[config.mk]
export PLATFORM = sky130hd
export DESIGN_NAME = cltl_top
export DESIGN_NICKNAME = d
export VERILOG_FILES = /design/src/inc/cltl_pkg.sv /design/src/inc/cltl_sync_if.sv /design/src/core/cltl_sync.sv /design/src/core/cltl_delay.sv /design/src/core/cltl_top.sv
export VERILOG_INCLUDE_DIRS = /design/src /design/src/inc
export SDC_FILE = /design/constraint.sdc
export NUM_CORES = 1
export LEC_CHECK = 0
export ABC_AREA = 1
export ABC_CLOCK_PERIOD_IN_PS = 3700
export BUFFER_PORTS_ARGS = -buffer_cell sky130_fd_sc_hd__buf_2
export CAP_MARGIN = 20
export CORE_MARGIN = 5
export CORE_UTILIZATION = 60
export CTS_CLUSTER_SIZE = 30
export DETAILED_ROUTE_END_ITERATION = 12
export PLACE_DENSITY = 0.78
export SETUP_SLACK_MARGIN = 0.2
export SYNTH_ARGS = -nofsm -noshare
export SYNTH_HDL_FRONTEND = slang
export SYNTH_HIERARCHICAL = 1
export SYNTH_SLANG_ARGS = --single-unit
[constraint.sdc]
create_clock -name SYS_CLK -period 3.7 [get_ports SYS_CLK]
set_clock_uncertainty 0.05 [all_clocks]
set_input_delay 0.74 -clock SYS_CLK [delete_from_list [all_inputs] [get_ports SYS_CLK]]
set_output_delay 0.74 -clock SYS_CLK [all_outputs]
set_load 0.1 [all_outputs]
[src/inc/cltl_cfg.svh]
// Register offsets, field positions, reset values and delay codes for the
// calibration trigger and low-power sequencing block.
// Assumes an 8-bit register port and a 10 MHz system clock.
`ifndef CLTL_CFG_SVH
`define CLTL_CFG_SVH

// ----------------------------------------------------------------------------
// Register offsets
// ----------------------------------------------------------------------------
`define CLTL_ADDR_PIN_OPT    8'h6B
`define CLTL_ADDR_SOFT_TRIG  8'h6C
`define CLTL_ADDR_LP_TIMING  8'h6E
`define CLTL_ADDR_GAIN_TRIM  8'h7A
`define CLTL_ADDR_CAL_FLAGS  8'h70
`define CLTL_ADDR_IRQ_STAT   8'h71
`define CLTL_ADDR_IRQ_MASK   8'h72

// ----------------------------------------------------------------------------
// Reset values
// ----------------------------------------------------------------------------
`define CLTL_RST_PIN_OPT     8'h00
`define CLTL_RST_SOFT_TRIG   8'h01
`define CLTL_RST_LP_TIMING   8'h88
`define CLTL_RST_GAIN_TRIM   8'h00
`define CLTL_RST_IRQ_MASK    4'h0

// ----------------------------------------------------------------------------
// Field positions
// ----------------------------------------------------------------------------
`define CLTL_TRIG_SRC_BIT    0
`define CLTL_STAT_SEL_LSB    1
`define CLTL_STAT_SEL_MSB    2
`define CLTL_SW_TRIG_BIT     0
`define CLTL_LOW_POWER_CAL_ENABLE_BIT       0
`define CLTL_TRIGGER_PACED_SLEEP_BIT     1
`define CLTL_WAKE_LSB        3
`define CLTL_WAKE_MSB        4
`define CLTL_SLEEP_LSB       5
`define CLTL_SLEEP_MSB       7

// ----------------------------------------------------------------------------
// Writable masks; reserved interrupt-mask bits read back as zero
// ----------------------------------------------------------------------------
`define CLTL_IRQ_BITS        4

// ----------------------------------------------------------------------------
// Delay counts in system-clock periods
// ----------------------------------------------------------------------------
`define CLTL_DLY_0           41'h000_0000_0480
`define CLTL_DLY_1           41'h000_0040_0080
`define CLTL_DLY_2           41'h000_0200_0080
`define CLTL_DLY_3           41'h000_1000_0080
`define CLTL_DLY_4           41'h000_8000_0080
`define CLTL_DLY_5           41'h004_0000_0080
`define CLTL_DLY_6           41'h020_0000_0080
`define CLTL_DLY_7           41'h100_0000_0080
`define CLTL_CNT_W           41

`endif

[src/inc/cltl_pkg.sv]
// Types shared by the calibration trigger and low-power block.
// Assumes nothing of its surroundings.
package cltl_pkg;
    typedef enum logic [4:0] {
        CLTL_IDLE   = 5'b00001,
        CLTL_ACTIVE = 5'b00010,
        CLTL_SLEEP  = 5'b00100,
        CLTL_SETTLE = 5'b01000,
        CLTL_CAL    = 5'b10000
    } cltl_lp_state_t;
endpackage

[src/inc/cltl_sync_if.sv]
// Interface that carries the raw trigger pin to the synchroniser and the
// filtered level back.
// Assumes a single clock domain on the consumer side.
`timescale 1ns/1ps
interface cltl_sync_if;
    logic raw_level;
    logic clean_level;
    modport sync (input raw_level, output clean_level);
    modport user (output raw_level, input clean_level);
endinterface

[src/core/cltl_sync.sv]
// Three-stage synchroniser for a pin level; a change is accepted once the
// second and third stages agree.
// Assumes an asynchronous active-low reset.
`timescale 1ns/1ps
module cltl_sync (
    input  wire logic  clk,
    input  wire logic  rst_n,
    cltl_sync_if.sync  port
);
    logic [2:0] stage;
    logic       level;

    // ------------------------------------------------------------------------
    // Capture chain and agreement filter
    // ------------------------------------------------------------------------
    // Stage 0 only feeds stage 1; the filter looks at stages 1 and 2
    always_ff @(posedge clk or negedge rst_n) begin
        if (!rst_n) begin
            stage <= 3'h0;
        end else begin
            stage <= {stage[1:0], port.raw_level};
        end
    end

    always_ff @(posedge clk or negedge rst_n) begin
        if (!rst_n) begin
            level <= 1'b0;
        end else if (stage[1] == stage[2]) begin
            level <= stage[2];
        end
    end

    assign port.clean_level = level;
endmodule

[src/core/cltl_delay.sv]
// Down-counter that reports done when the loaded period has elapsed.
// Assumes load and period come from the same clock domain.
`timescale 1ns/1ps
`include "cltl_cfg.svh"
module cltl_delay (
    input  wire logic                   clk,
    input  wire logic                   rst_n,
    input  wire logic                   load,
    input  wire logic [`CLTL_CNT_W-1:0] period,
    output logic                        done
);
    logic [`CLTL_CNT_W-1:0] remain;

    // ------------------------------------------------------------------------
    // Count down to zero; done flags for the one cycle at a count of one
    // ------------------------------------------------------------------------
    always_ff @(posedge clk or negedge rst_n) begin
        if (!rst_n) begin
            remain <= '0;
        end else if (load) begin
            remain <= period;
        end else if (remain != '0) begin
            remain <= remain - 1'b1;
        end
    end

    assign done = (remain == {{(`CLTL_CNT_W-1){1'b0}}, 1'b1});
endmodule

[src/core/cltl_top.sv]
// Calibration trigger source select, status pin select and low-power
// background calibration sequencing, with an 8-bit register port.
// Assumes one 10 MHz clock; the hardware trigger pin is asynchronous.
//
// Functional notes
// - Status select 0/1/2 shows foreground done, cal stopped, alarm.
// - Status select 3 holds the status pin low.
// - Trigger source 0 uses the software bit, ignores the pin.
// - Trigger source 1 uses the pin, ignores the software bit.
// - Software trigger bit resets to 1 and stands in for the pin.
// - Sleep code sets sleep period, autonomous mode only.
// - Wake code sets settling time before calibration starts.
// - Trigger-paced bit 0: sleep timed by the sleep code.
// - Trigger-paced bit 1: sleep while trigger high, wake when low.
// - Low-power enable resets to 0, acts only with background cal on.
// - Foreground done flag high once foreground cal done or skipped.
// - Cal stopped flag tracks background stop, or foreground done.
`timescale 1ns/1ps
`include "cltl_cfg.svh"
module cltl_top (
    input  wire logic       SYS_CLK,
    input  wire logic       RESETN,
    input  wire logic [7:0] ADDR,
    input  wire logic [7:0] WDATA,
    input  wire logic       WR_STB,
    input  wire logic       RD_STB,
    output logic      [7:0] RDATA,
    input  wire logic       HW_TRIGGER_INPUT,
    input  wire logic       BACKGROUND_CAL_ENABLE,
    input  wire logic       FG_CAL_DONE,
    input  wire logic       BG_CAL_STOPPED,
    input  wire logic       CAL_ALARM,
    input  wire logic       CORE_CAL_DONE,
    output logic            CAL_STATE_OUTPUT_PIN,
    output logic            CAL_TRIGGER,
    output logic            CORE_SLEEP,
    output logic            CORE_CAL_START,
    output logic            IRQ
);
    // ------------------------------------------------------------------------
    // Registers
    // ------------------------------------------------------------------------
    logic [7:0]                  pin_opt;
    logic [7:0]                  soft_trig;
    logic [7:0]                  lp_timing;
    logic [7:0]                  gain_trim;
    logic [`CLTL_IRQ_BITS-1:0]   irq_stat;
    logic [`CLTL_IRQ_BITS-1:0]   irq_mask;
    logic [`CLTL_IRQ_BITS-1:0]   irq_event;
    logic                        wr_pin;
    logic                        wr_soft;
    logic                        wr_lp;
    logic                        wr_gain;
    logic                        wr_mask;
    logic                        rd_stat;
    logic                        trig_src;
    logic [1:0]                  stat_sel;
    logic                        low_power_cal_enable;
    logic                        lp_paced;
    logic [1:0]                  wake_code;
    logic [2:0]                  sleep_code;
    logic                        hw_trig_sync;
    logic                        trig_level;
    logic                        lp_active;
    logic                        foreground_complete_flag_flag;
    logic                        stopped_flag;
    logic                        alarm_flag;
    logic                        sleep_done;
    logic                        settle_done;
    logic                        sleep_load;
    logic                        settle_load;
    logic [`CLTL_CNT_W-1:0]      sleep_period;
    logic [`CLTL_CNT_W-1:0]      settle_period;
    cltl_pkg::cltl_lp_state_t    lp_state;
    cltl_pkg::cltl_lp_state_t    next_lp_state;
    logic                        stopped_q;
    logic                        cal_start_q;

    cltl_sync_if trig_if ();

    assign wr_pin  = WR_STB && (ADDR == `CLTL_ADDR_PIN_OPT);
    assign wr_soft = WR_STB && (ADDR == `CLTL_ADDR_SOFT_TRIG);
    assign wr_lp   = WR_STB && (ADDR == `CLTL_ADDR_LP_TIMING);
    assign wr_gain = WR_STB && (ADDR == `CLTL_ADDR_GAIN_TRIM);
    assign wr_mask = WR_STB && (ADDR == `CLTL_ADDR_IRQ_MASK);
    assign rd_stat = RD_STB && (ADDR == `CLTL_ADDR_IRQ_STAT);

    // Field extraction
    assign trig_src   = pin_opt[`CLTL_TRIG_SRC_BIT];
    assign stat_sel   = pin_opt[`CLTL_STAT_SEL_MSB:`CLTL_STAT_SEL_LSB];
    assign low_power_cal_enable      = lp_timing[`CLTL_LOW_POWER_CAL_ENABLE_BIT];
    assign lp_paced   = lp_timing[`CLTL_TRIGGER_PACED_SLEEP_BIT];
    assign wake_code  = lp_timing[`CLTL_WAKE_MSB:`CLTL_WAKE_LSB];
    assign sleep_code = lp_timing[`CLTL_SLEEP_MSB:`CLTL_SLEEP_LSB];

    // ------------------------------------------------------------------------
    // Register writes; reserved bits stored as written, except in the interrupt mask
    // ------------------------------------------------------------------------
    always_ff @(posedge SYS_CLK or negedge RESETN) begin
        if (!RESETN) begin
            pin_opt   <= `CLTL_RST_PIN_OPT;
            soft_trig <= `CLTL_RST_SOFT_TRIG;
            lp_timing <= `CLTL_RST_LP_TIMING;
            gain_trim <= `CLTL_RST_GAIN_TRIM;
            irq_mask  <= `CLTL_RST_IRQ_MASK;
        end else begin
            if (wr_pin)  pin_opt   <= WDATA;
            if (wr_soft) soft_trig <= WDATA;
            if (wr_lp)   lp_timing <= WDATA;
            if (wr_gain) gain_trim <= WDATA;
            if (wr_mask) irq_mask  <= WDATA[`CLTL_IRQ_BITS-1:0];
        end
    end

    // ------------------------------------------------------------------------
    // Read port, data valid in the cycle after the strobe
    // ------------------------------------------------------------------------
    always_ff @(posedge SYS_CLK or negedge RESETN) begin
        if (!RESETN) begin
            RDATA <= 8'h00;
        end else if (RD_STB) begin
            case (ADDR)
                `CLTL_ADDR_PIN_OPT:   RDATA <= pin_opt;
                `CLTL_ADDR_SOFT_TRIG: RDATA <= soft_trig;
                `CLTL_ADDR_LP_TIMING: RDATA <= lp_timing;
                `CLTL_ADDR_GAIN_TRIM: RDATA <= gain_trim;
                `CLTL_ADDR_CAL_FLAGS: RDATA <= {3'h0, lp_active, trig_level,
                                                alarm_flag, stopped_flag,
                                                foreground_complete_flag_flag};
                `CLTL_ADDR_IRQ_STAT:  RDATA <= {4'h0, irq_stat};
                `CLTL_ADDR_IRQ_MASK:  RDATA <= {4'h0, irq_mask};
                default:              RDATA <= 8'h00;
            endcase
        end else begin
            RDATA <= 8'h00;
        end
    end

    // ------------------------------------------------------------------------
    // Trigger source: synchronised pin or software bit
    // ------------------------------------------------------------------------
    assign trig_if.raw_level = HW_TRIGGER_INPUT;

    cltl_sync u_trig_sync (
        .clk   (SYS_CLK),
        .rst_n (RESETN),
        .port  (trig_if.sync)
    );

    assign hw_trig_sync = trig_if.clean_level;
    // Source 1 takes the pin, source 0 the software bit
    assign trig_level = trig_src ? hw_trig_sync
                                 : soft_trig[`CLTL_SW_TRIG_BIT];

    always_ff @(posedge SYS_CLK or negedge RESETN) begin
        if (!RESETN) begin
            CAL_TRIGGER <= 1'b1;
        end else begin
            CAL_TRIGGER <= trig_level;
        end
    end

    // ------------------------------------------------------------------------
    // Calibration flags from the calibration engine
    // ------------------------------------------------------------------------
    always_ff @(posedge SYS_CLK or negedge RESETN) begin
        if (!RESETN) begin
            foreground_complete_flag_flag <= 1'b0;
            stopped_flag <= 1'b0;
            alarm_flag   <= 1'b0;
        end else begin
            foreground_complete_flag_flag <= FG_CAL_DONE;
            // Without background cal, stopped follows foreground done
            stopped_flag <= BACKGROUND_CAL_ENABLE ? BG_CAL_STOPPED
                                                  : FG_CAL_DONE;
            alarm_flag   <= CAL_ALARM;
        end
    end

    // ------------------------------------------------------------------------
    // Status pin selection
    // ------------------------------------------------------------------------
    always_ff @(posedge SYS_CLK or negedge RESETN) begin
        if (!RESETN) begin
            CAL_STATE_OUTPUT_PIN <= 1'b0;
        end else begin
            case (stat_sel)
                2'h0:    CAL_STATE_OUTPUT_PIN <= foreground_complete_flag_flag;
                2'h1:    CAL_STATE_OUTPUT_PIN <= stopped_flag;
                2'h2:    CAL_STATE_OUTPUT_PIN <= alarm_flag;
                default: CAL_STATE_OUTPUT_PIN <= 1'b0;
            endcase
        end
    end

    // ------------------------------------------------------------------------
    // Low-power sequencer: sleep, settle, then calibrate the offline core
    // ------------------------------------------------------------------------
    assign lp_active = low_power_cal_enable && BACKGROUND_CAL_ENABLE;

    // Sleep period lookup by code
    always_comb begin
        case (sleep_code)
            3'h0:    sleep_period = `CLTL_DLY_0;
            3'h1:    sleep_period = `CLTL_DLY_1;
            3'h2:    sleep_period = `CLTL_DLY_2;
            3'h3:    sleep_period = `CLTL_DLY_3;
            3'h4:    sleep_period = `CLTL_DLY_4;
            3'h5:    sleep_period = `CLTL_DLY_5;
            3'h6:    sleep_period = `CLTL_DLY_6;
            default: sleep_period = `CLTL_DLY_7;
        endcase
    end

    // Settle period lookup by code
    always_comb begin
        case (wake_code)
            2'h0:    settle_period = `CLTL_DLY_0;
            2'h1:    settle_period = `CLTL_DLY_2;
            2'h2:    settle_period = `CLTL_DLY_3;
            default: settle_period = `CLTL_DLY_4;
        endcase
    end

    // Next-state logic
    always_comb begin
        next_lp_state = lp_state;
        sleep_load    = 1'b0;
        settle_load   = 1'b0;
        case (lp_state)
            cltl_pkg::CLTL_IDLE: begin
                if (lp_active) begin
                    next_lp_state = cltl_pkg::CLTL_SLEEP;
                    sleep_load    = 1'b1;
                end
            end
            cltl_pkg::CLTL_SLEEP: begin
                if (!lp_active) begin
                    next_lp_state = cltl_pkg::CLTL_IDLE;
                end else if (lp_paced ? !trig_level
                                      : sleep_done) begin
                    next_lp_state = cltl_pkg::CLTL_SETTLE;
                    settle_load   = 1'b1;
                end
            end
            cltl_pkg::CLTL_SETTLE: begin
                if (!lp_active) begin
                    next_lp_state = cltl_pkg::CLTL_IDLE;
                end else if (settle_done) begin
                    next_lp_state = cltl_pkg::CLTL_CAL;
                end
            end
            cltl_pkg::CLTL_CAL: begin
                if (!lp_active) begin
                    next_lp_state = cltl_pkg::CLTL_IDLE;
                end else if (CORE_CAL_DONE) begin
                    next_lp_state = cltl_pkg::CLTL_SLEEP;
                    sleep_load    = 1'b1;
                end
            end
            default: begin
                next_lp_state = cltl_pkg::CLTL_IDLE;
            end
        endcase
    end

    always_ff @(posedge SYS_CLK or negedge RESETN) begin
        if (!RESETN) begin
            lp_state <= cltl_pkg::CLTL_IDLE;
        end else begin
            lp_state <= next_lp_state;
        end
    end

    cltl_delay u_sleep_dly (
        .clk    (SYS_CLK),
        .rst_n  (RESETN),
        .load   (sleep_load),
        .period (sleep_period),
        .done   (sleep_done)
    );

    cltl_delay u_settle_dly (
        .clk    (SYS_CLK),
        .rst_n  (RESETN),
        .load   (settle_load),
        .period (settle_period),
        .done   (settle_done)
    );

    // Core control outputs
    always_ff @(posedge SYS_CLK or negedge RESETN) begin
        if (!RESETN) begin
            CORE_SLEEP  <= 1'b0;
            cal_start_q <= 1'b0;
        end else begin
            CORE_SLEEP  <= (next_lp_state == cltl_pkg::CLTL_SLEEP);
            cal_start_q <= (lp_state == cltl_pkg::CLTL_SETTLE) &&
                           (next_lp_state == cltl_pkg::CLTL_CAL);
        end
    end
    assign CORE_CAL_START = cal_start_q;

    // ------------------------------------------------------------------------
    // Interrupts: foreground_complete_flag, stop, alarm, wake; set wins over read-clear
    // ------------------------------------------------------------------------
    always_ff @(posedge SYS_CLK or negedge RESETN) begin
        if (!RESETN) begin
            stopped_q <= 1'b0;
        end else begin
            stopped_q <= stopped_flag;
        end
    end

    assign irq_event = {settle_load, CAL_ALARM && !alarm_flag,
                        stopped_flag && !stopped_q,
                        FG_CAL_DONE && !foreground_complete_flag_flag};

    always_ff @(posedge SYS_CLK or negedge RESETN) begin
        if (!RESETN) begin
            irq_stat <= 4'h0;
        end else begin
            irq_stat <= (rd_stat ? 4'h0 : irq_stat) | irq_event;
        end
    end

    always_ff @(posedge SYS_CLK or negedge RESETN) begin
        if (!RESETN) begin
            IRQ <= 1'b0;
        end else begin
            IRQ <= |(((rd_stat ? 4'h0 : irq_stat) | irq_event) & irq_mask);
        end
    end

    // ------------------------------------------------------------------------
    // Checks
    // ------------------------------------------------------------------------
    stat_low_a: assert property (@(posedge SYS_CLK) disable iff (!RESETN)
        (stat_sel == 2'h3) |=> !CAL_STATE_OUTPUT_PIN)
        else $error("status pin not low with select 3");

    stat_fg_a: assert property (@(posedge SYS_CLK) disable iff (!RESETN)
        (stat_sel == 2'h0) |=> CAL_STATE_OUTPUT_PIN == $past(foreground_complete_flag_flag))
        else $error("status pin does not follow foreground_complete_flag");

    sw_src_a: assert property (@(posedge SYS_CLK) disable iff (!RESETN)
        !trig_src |=> CAL_TRIGGER == $past(soft_trig[0]))
        else $error("software trigger not used");

    hw_src_a: assert property (@(posedge SYS_CLK) disable iff (!RESETN)
        trig_src |=> CAL_TRIGGER == $past(hw_trig_sync))
        else $error("hardware trigger not used");

    paced_wake_a: assert property (@(posedge SYS_CLK) disable iff (!RESETN)
        (lp_state == cltl_pkg::CLTL_SLEEP && lp_active && lp_paced &&
         trig_level) |=> lp_state == cltl_pkg::CLTL_SLEEP)
        else $error("core woke while trigger high");

    lp_off_a: assert property (@(posedge SYS_CLK) disable iff (!RESETN)
        !lp_active [*2] |-> !CORE_SLEEP)
        else $error("core asleep with low power off");

    stop_fg_a: assert property (@(posedge SYS_CLK) disable iff (!RESETN)
        !BACKGROUND_CAL_ENABLE |=> stopped_flag == $past(FG_CAL_DONE))
        else $error("stopped flag not following foreground_complete_flag");

    fg_flag_a: assert property (@(posedge SYS_CLK) disable iff (!RESETN)
        FG_CAL_DONE |=> foreground_complete_flag_flag)
        else $error("foreground_complete_flag flag missing");
endmodule

==> flow_summary.json <==
{
  "yosys-top-cells-area": "dfrtp_1, nand2_1, nor2_1",
  "path_clk_slew_ns": 0.06,
  "final_area_um2": 10300,
  "drcViolationCount": 0,
  "gp_congestion": 0.899,
  "grt.overflow.total": 0,
  "clkSinkCount": 148,
  "use_met3_pct": 4.72,
  "drive_above_1_share_pct": 13.8,
  "fin_setup_tns_ns": 0,
  "ys_warn_count": 6,
  "clock.fmax_mhz": 338,
  "crit_fanout": 22,
  "drtPass1Iterations": 5,
  "io_pins": 39,
  "clkPwrFrac_pct": 40.7,
  "globalRouteTotalUtil_pct": 24.5,
  "swShare_pct": 29.5,
  "vias": 8067,
  "die_h_um": 133,
  "p_sw_mw": 1.29,
  "area_growth_syn_to_layout_pct": 13.0,
  "synth.cell_area_um2": 9110,
  "p_comb_share_pct": 15.2,
  "grt_most_used_layer": "met2",
  "hold_viol_final": 0,
  "wl_per_cell_um": 13.4,
  "fillers": 1263,
  "cts_resized": 0,
  "hold_depth": 0,
  "max-slew-margin-rel_pct": 46.2,
  "ir_drop_uv": 359,
  "final_common_cell": "nand2_1",
  "met2_usage_pct": 37.8,
  "clock_latency_ns": 0.42,
  "synth_cells": 1264,
  "dp_worst_setup_slack_ns": 0.717,
  "power.internal_mw": 3.09,
  "netlist.area_leader.share_pct": 39.3,
  "antenna_found_initial": 0,
  "min_period_over_period_pct": 79.9,
  "fin_total_pwr_mw": 4.38,
  "synth-edff-count": 0,
  "cts_buffers": 17,
  "portBuffers": 38,
  "required_ns": 3.98,
  "avgSynthCellArea_um2": 7.21,
  "synth_seq_cells": 148,
  "fin_crit_ns": 2.96,
  "ys.flop_type": "dfrtp_1",
  "cts_hold_buf": 0,
  "setup_violations": 0,
  "die_w_um": 133,
  "power_leakage_nw": 4.86,
  "slew_violations": 0,
  "ys_types": 41,
  "seqPwrFrac_pct": 44.1,
  "max_cap_violations": 0,
  "drtIter0Drc": 676,
  "clk_path_buf_depth": 2,
  "grt_start_max_net_pins": 87,
  "grt_pass1_wl_mm": 35.7,
  "seq_area_frac_synth_pct": 40.7,
  "cp.arrival_ns": 3.24,
  "power_density_nw_per_um2": 426,
  "r2r_cells": 19,
  "antennaDiodeCount": 0,
  "crit_path_end_kind": "register",
  "hold_class": "register to register",
  "grt_pass1_vias": 7515,
  "nets": 1400,
  "synth_top_area_cell": "dfrtp_1",
  "post_dp_cell_area_um2": 9690,
  "drt_wl_total_mm": 21.1,
  "start_util_pct": 60.6,
  "dieArea_um2": 17800,
  "met1_usage_pct": 35.8,
  "rsz0062_at_grt": "false",
  "via_per_inst": 5.14,
  "layout_common_cells": "nand2_1, nor2_1, dfrtp_1",
  "htreeDepth": 4,
  "fin_ws_ns": 0.744,
  "worst_slew_pin_slew_ns": 0.807,
  "cts_setup_buffers": 0,
  "ant_nets": 0,
  "start_kind": "register",
  "root_buffer": "clkbuf_16",
  "hpwlAfterDp_mm": 15.1,
  "crit_type": "register to register",
  "core.rowCount": 45,
  "cts_tree": "yes",
  "status": "complete, no violations",
  "core_um2": 15000,
  "async_reset_ff_share_pct": 100
}
-- path summary, 6_finish.rpt --
path,from,to,slack [ns]
max reg2reg,u_sleep_dly/remain[36],u_settle_dly/remain[34],0.74
max,u_sleep_dly/remain[36],u_settle_dly/remain[34],0.74
min,u_trig_sync/stage[0],u_trig_sync/stage[1],0.30
max in group asynchronous,RESETN,lp_timing[3],2.50
min in group asynchronous,RESETN,u_sleep_dly/remain[11],0.31
min reg2reg,u_trig_sync/stage[0],u_trig_sync/stage[1],0.30
-- flip-flops by register name, indices dropped and copies added, names as in the netlist, 5 cells and up --
| signal | count |
|---|---|
| gain_trim | 8 |
| soft_trig | 8 |
| u_sleep_dly/remain | 41 |
| u_settle_dly/remain | 41 |
| RDATA | 8 |
| pin_opt | 8 |
| lp_timing | 8 |
| lp_state | 5 |
-- cell usage after synthesis (3+ instances only) --
cell	number
o21ai_2	16
buf_6	7
nand3_1	80
inv_2	7
dfstp_2	5
o21ai_0	38
nor3_1	13
o21a_1	11
nand3_2	7
nor2_4	18
and2_1	3
dfrtp_1	143
buf_2	4
nand2_4	5
a21oi_1	54
nand4_1	6
nor2_1	246
clkbuf_1	16
inv_1	142
nand2_2	21
ha_1	6
nand3b_1	8
o21ai_1	47
xor2_1	34
nand2_1	277
nor2_2	25
-- metal layers --
metal | vias up | wire length [um]
li1 | 4122 | -
met1 | 3666 | 9940
met2 | 252 | 9520
met3 | 27 | 1320
met4 | 0 | 292
met5 | - | 0
-- through the flow --
step / util [%] / cells / hold WS, ns
6_report: 68.5 / 1569 / 0.305
5_1_grt: 68.5 / 1569 / 0.334
4_1_cts: 68.5 / 1569 / 0.312
3_5_place_dp: 64.5 / 1537 / 0.297
3_3_place_gp: 64.5 / 1537 / 0.294
2_1_floorplan: - / 1333 / 0.281
-- final cells by class --
| type | count | area (um2) | area share, % |
|---|---|---|---|
| multi-input combinational | 1003 | 4890 | 47.5 |
| timing repair buffer | 46 | 282 | 2.73 |
| sequential | 148 | 3710 | 36.0 |
| clock inverter | 13 | 173 | 1.68 |
| tap | 188 | 235 | 2.28 |
| clock buffer | 19 | 433 | 4.20 |
| inverter | 152 | 573 | 5.56 |
-- power groups by stage --
stage	clock, mW	sequential, mW	combinational, mW
2_1_floorplan	0	1.95	0.481
3_3_place_gp	0	1.95	0.643
3_5_place_dp	0	1.96	0.662
4_1_cts	1.81	1.93	0.668
5_1_grt	1.89	1.95	0.768
6_report	1.78	1.93	0.668
-- cells by family (layout without fill, tap and decap cells) --
group / Yosys count / after routing / synth area share (%)
AO/OA/AOI/OAI: 174 / 174 / 10.7
adder cells (fa/ha/maj): 6 / 6 / 0.824
other: 2 / 71 / 0.0824
multiplexers: 1 / 1 / 0.124
AND/OR/NAND/NOR: 715 / 715 / 35.6
XOR/XNOR: 36 / 36 / 3.46
buffers and inverters: 182 / 230 / 8.44
flip-flops: 148 / 148 / 40.7
-- worst max-delay path, cell delays in order, from the launching register on --
cell and delay (ns):
dfrtp_1 0.41, nor2_1 0.15, nand2_1 0.09, nor2_2 0.18
nand2_1 0.13, inv_1 0.09, nand2_1 0.05, nor3_1 0.18
nand2_1 0.10, nand2_1 0.08, nand3_1 0.10, inv_1 0.11
nor2_1 0.05, inv_1 0.04, nor2_1 0.04, nand3_2 0.09
nor2_1 0.04, nand2_1 0.53, o21ai_0 0.18, a21oi_1 0.17
No activity file was read; power rests on OpenSTA's default activity.
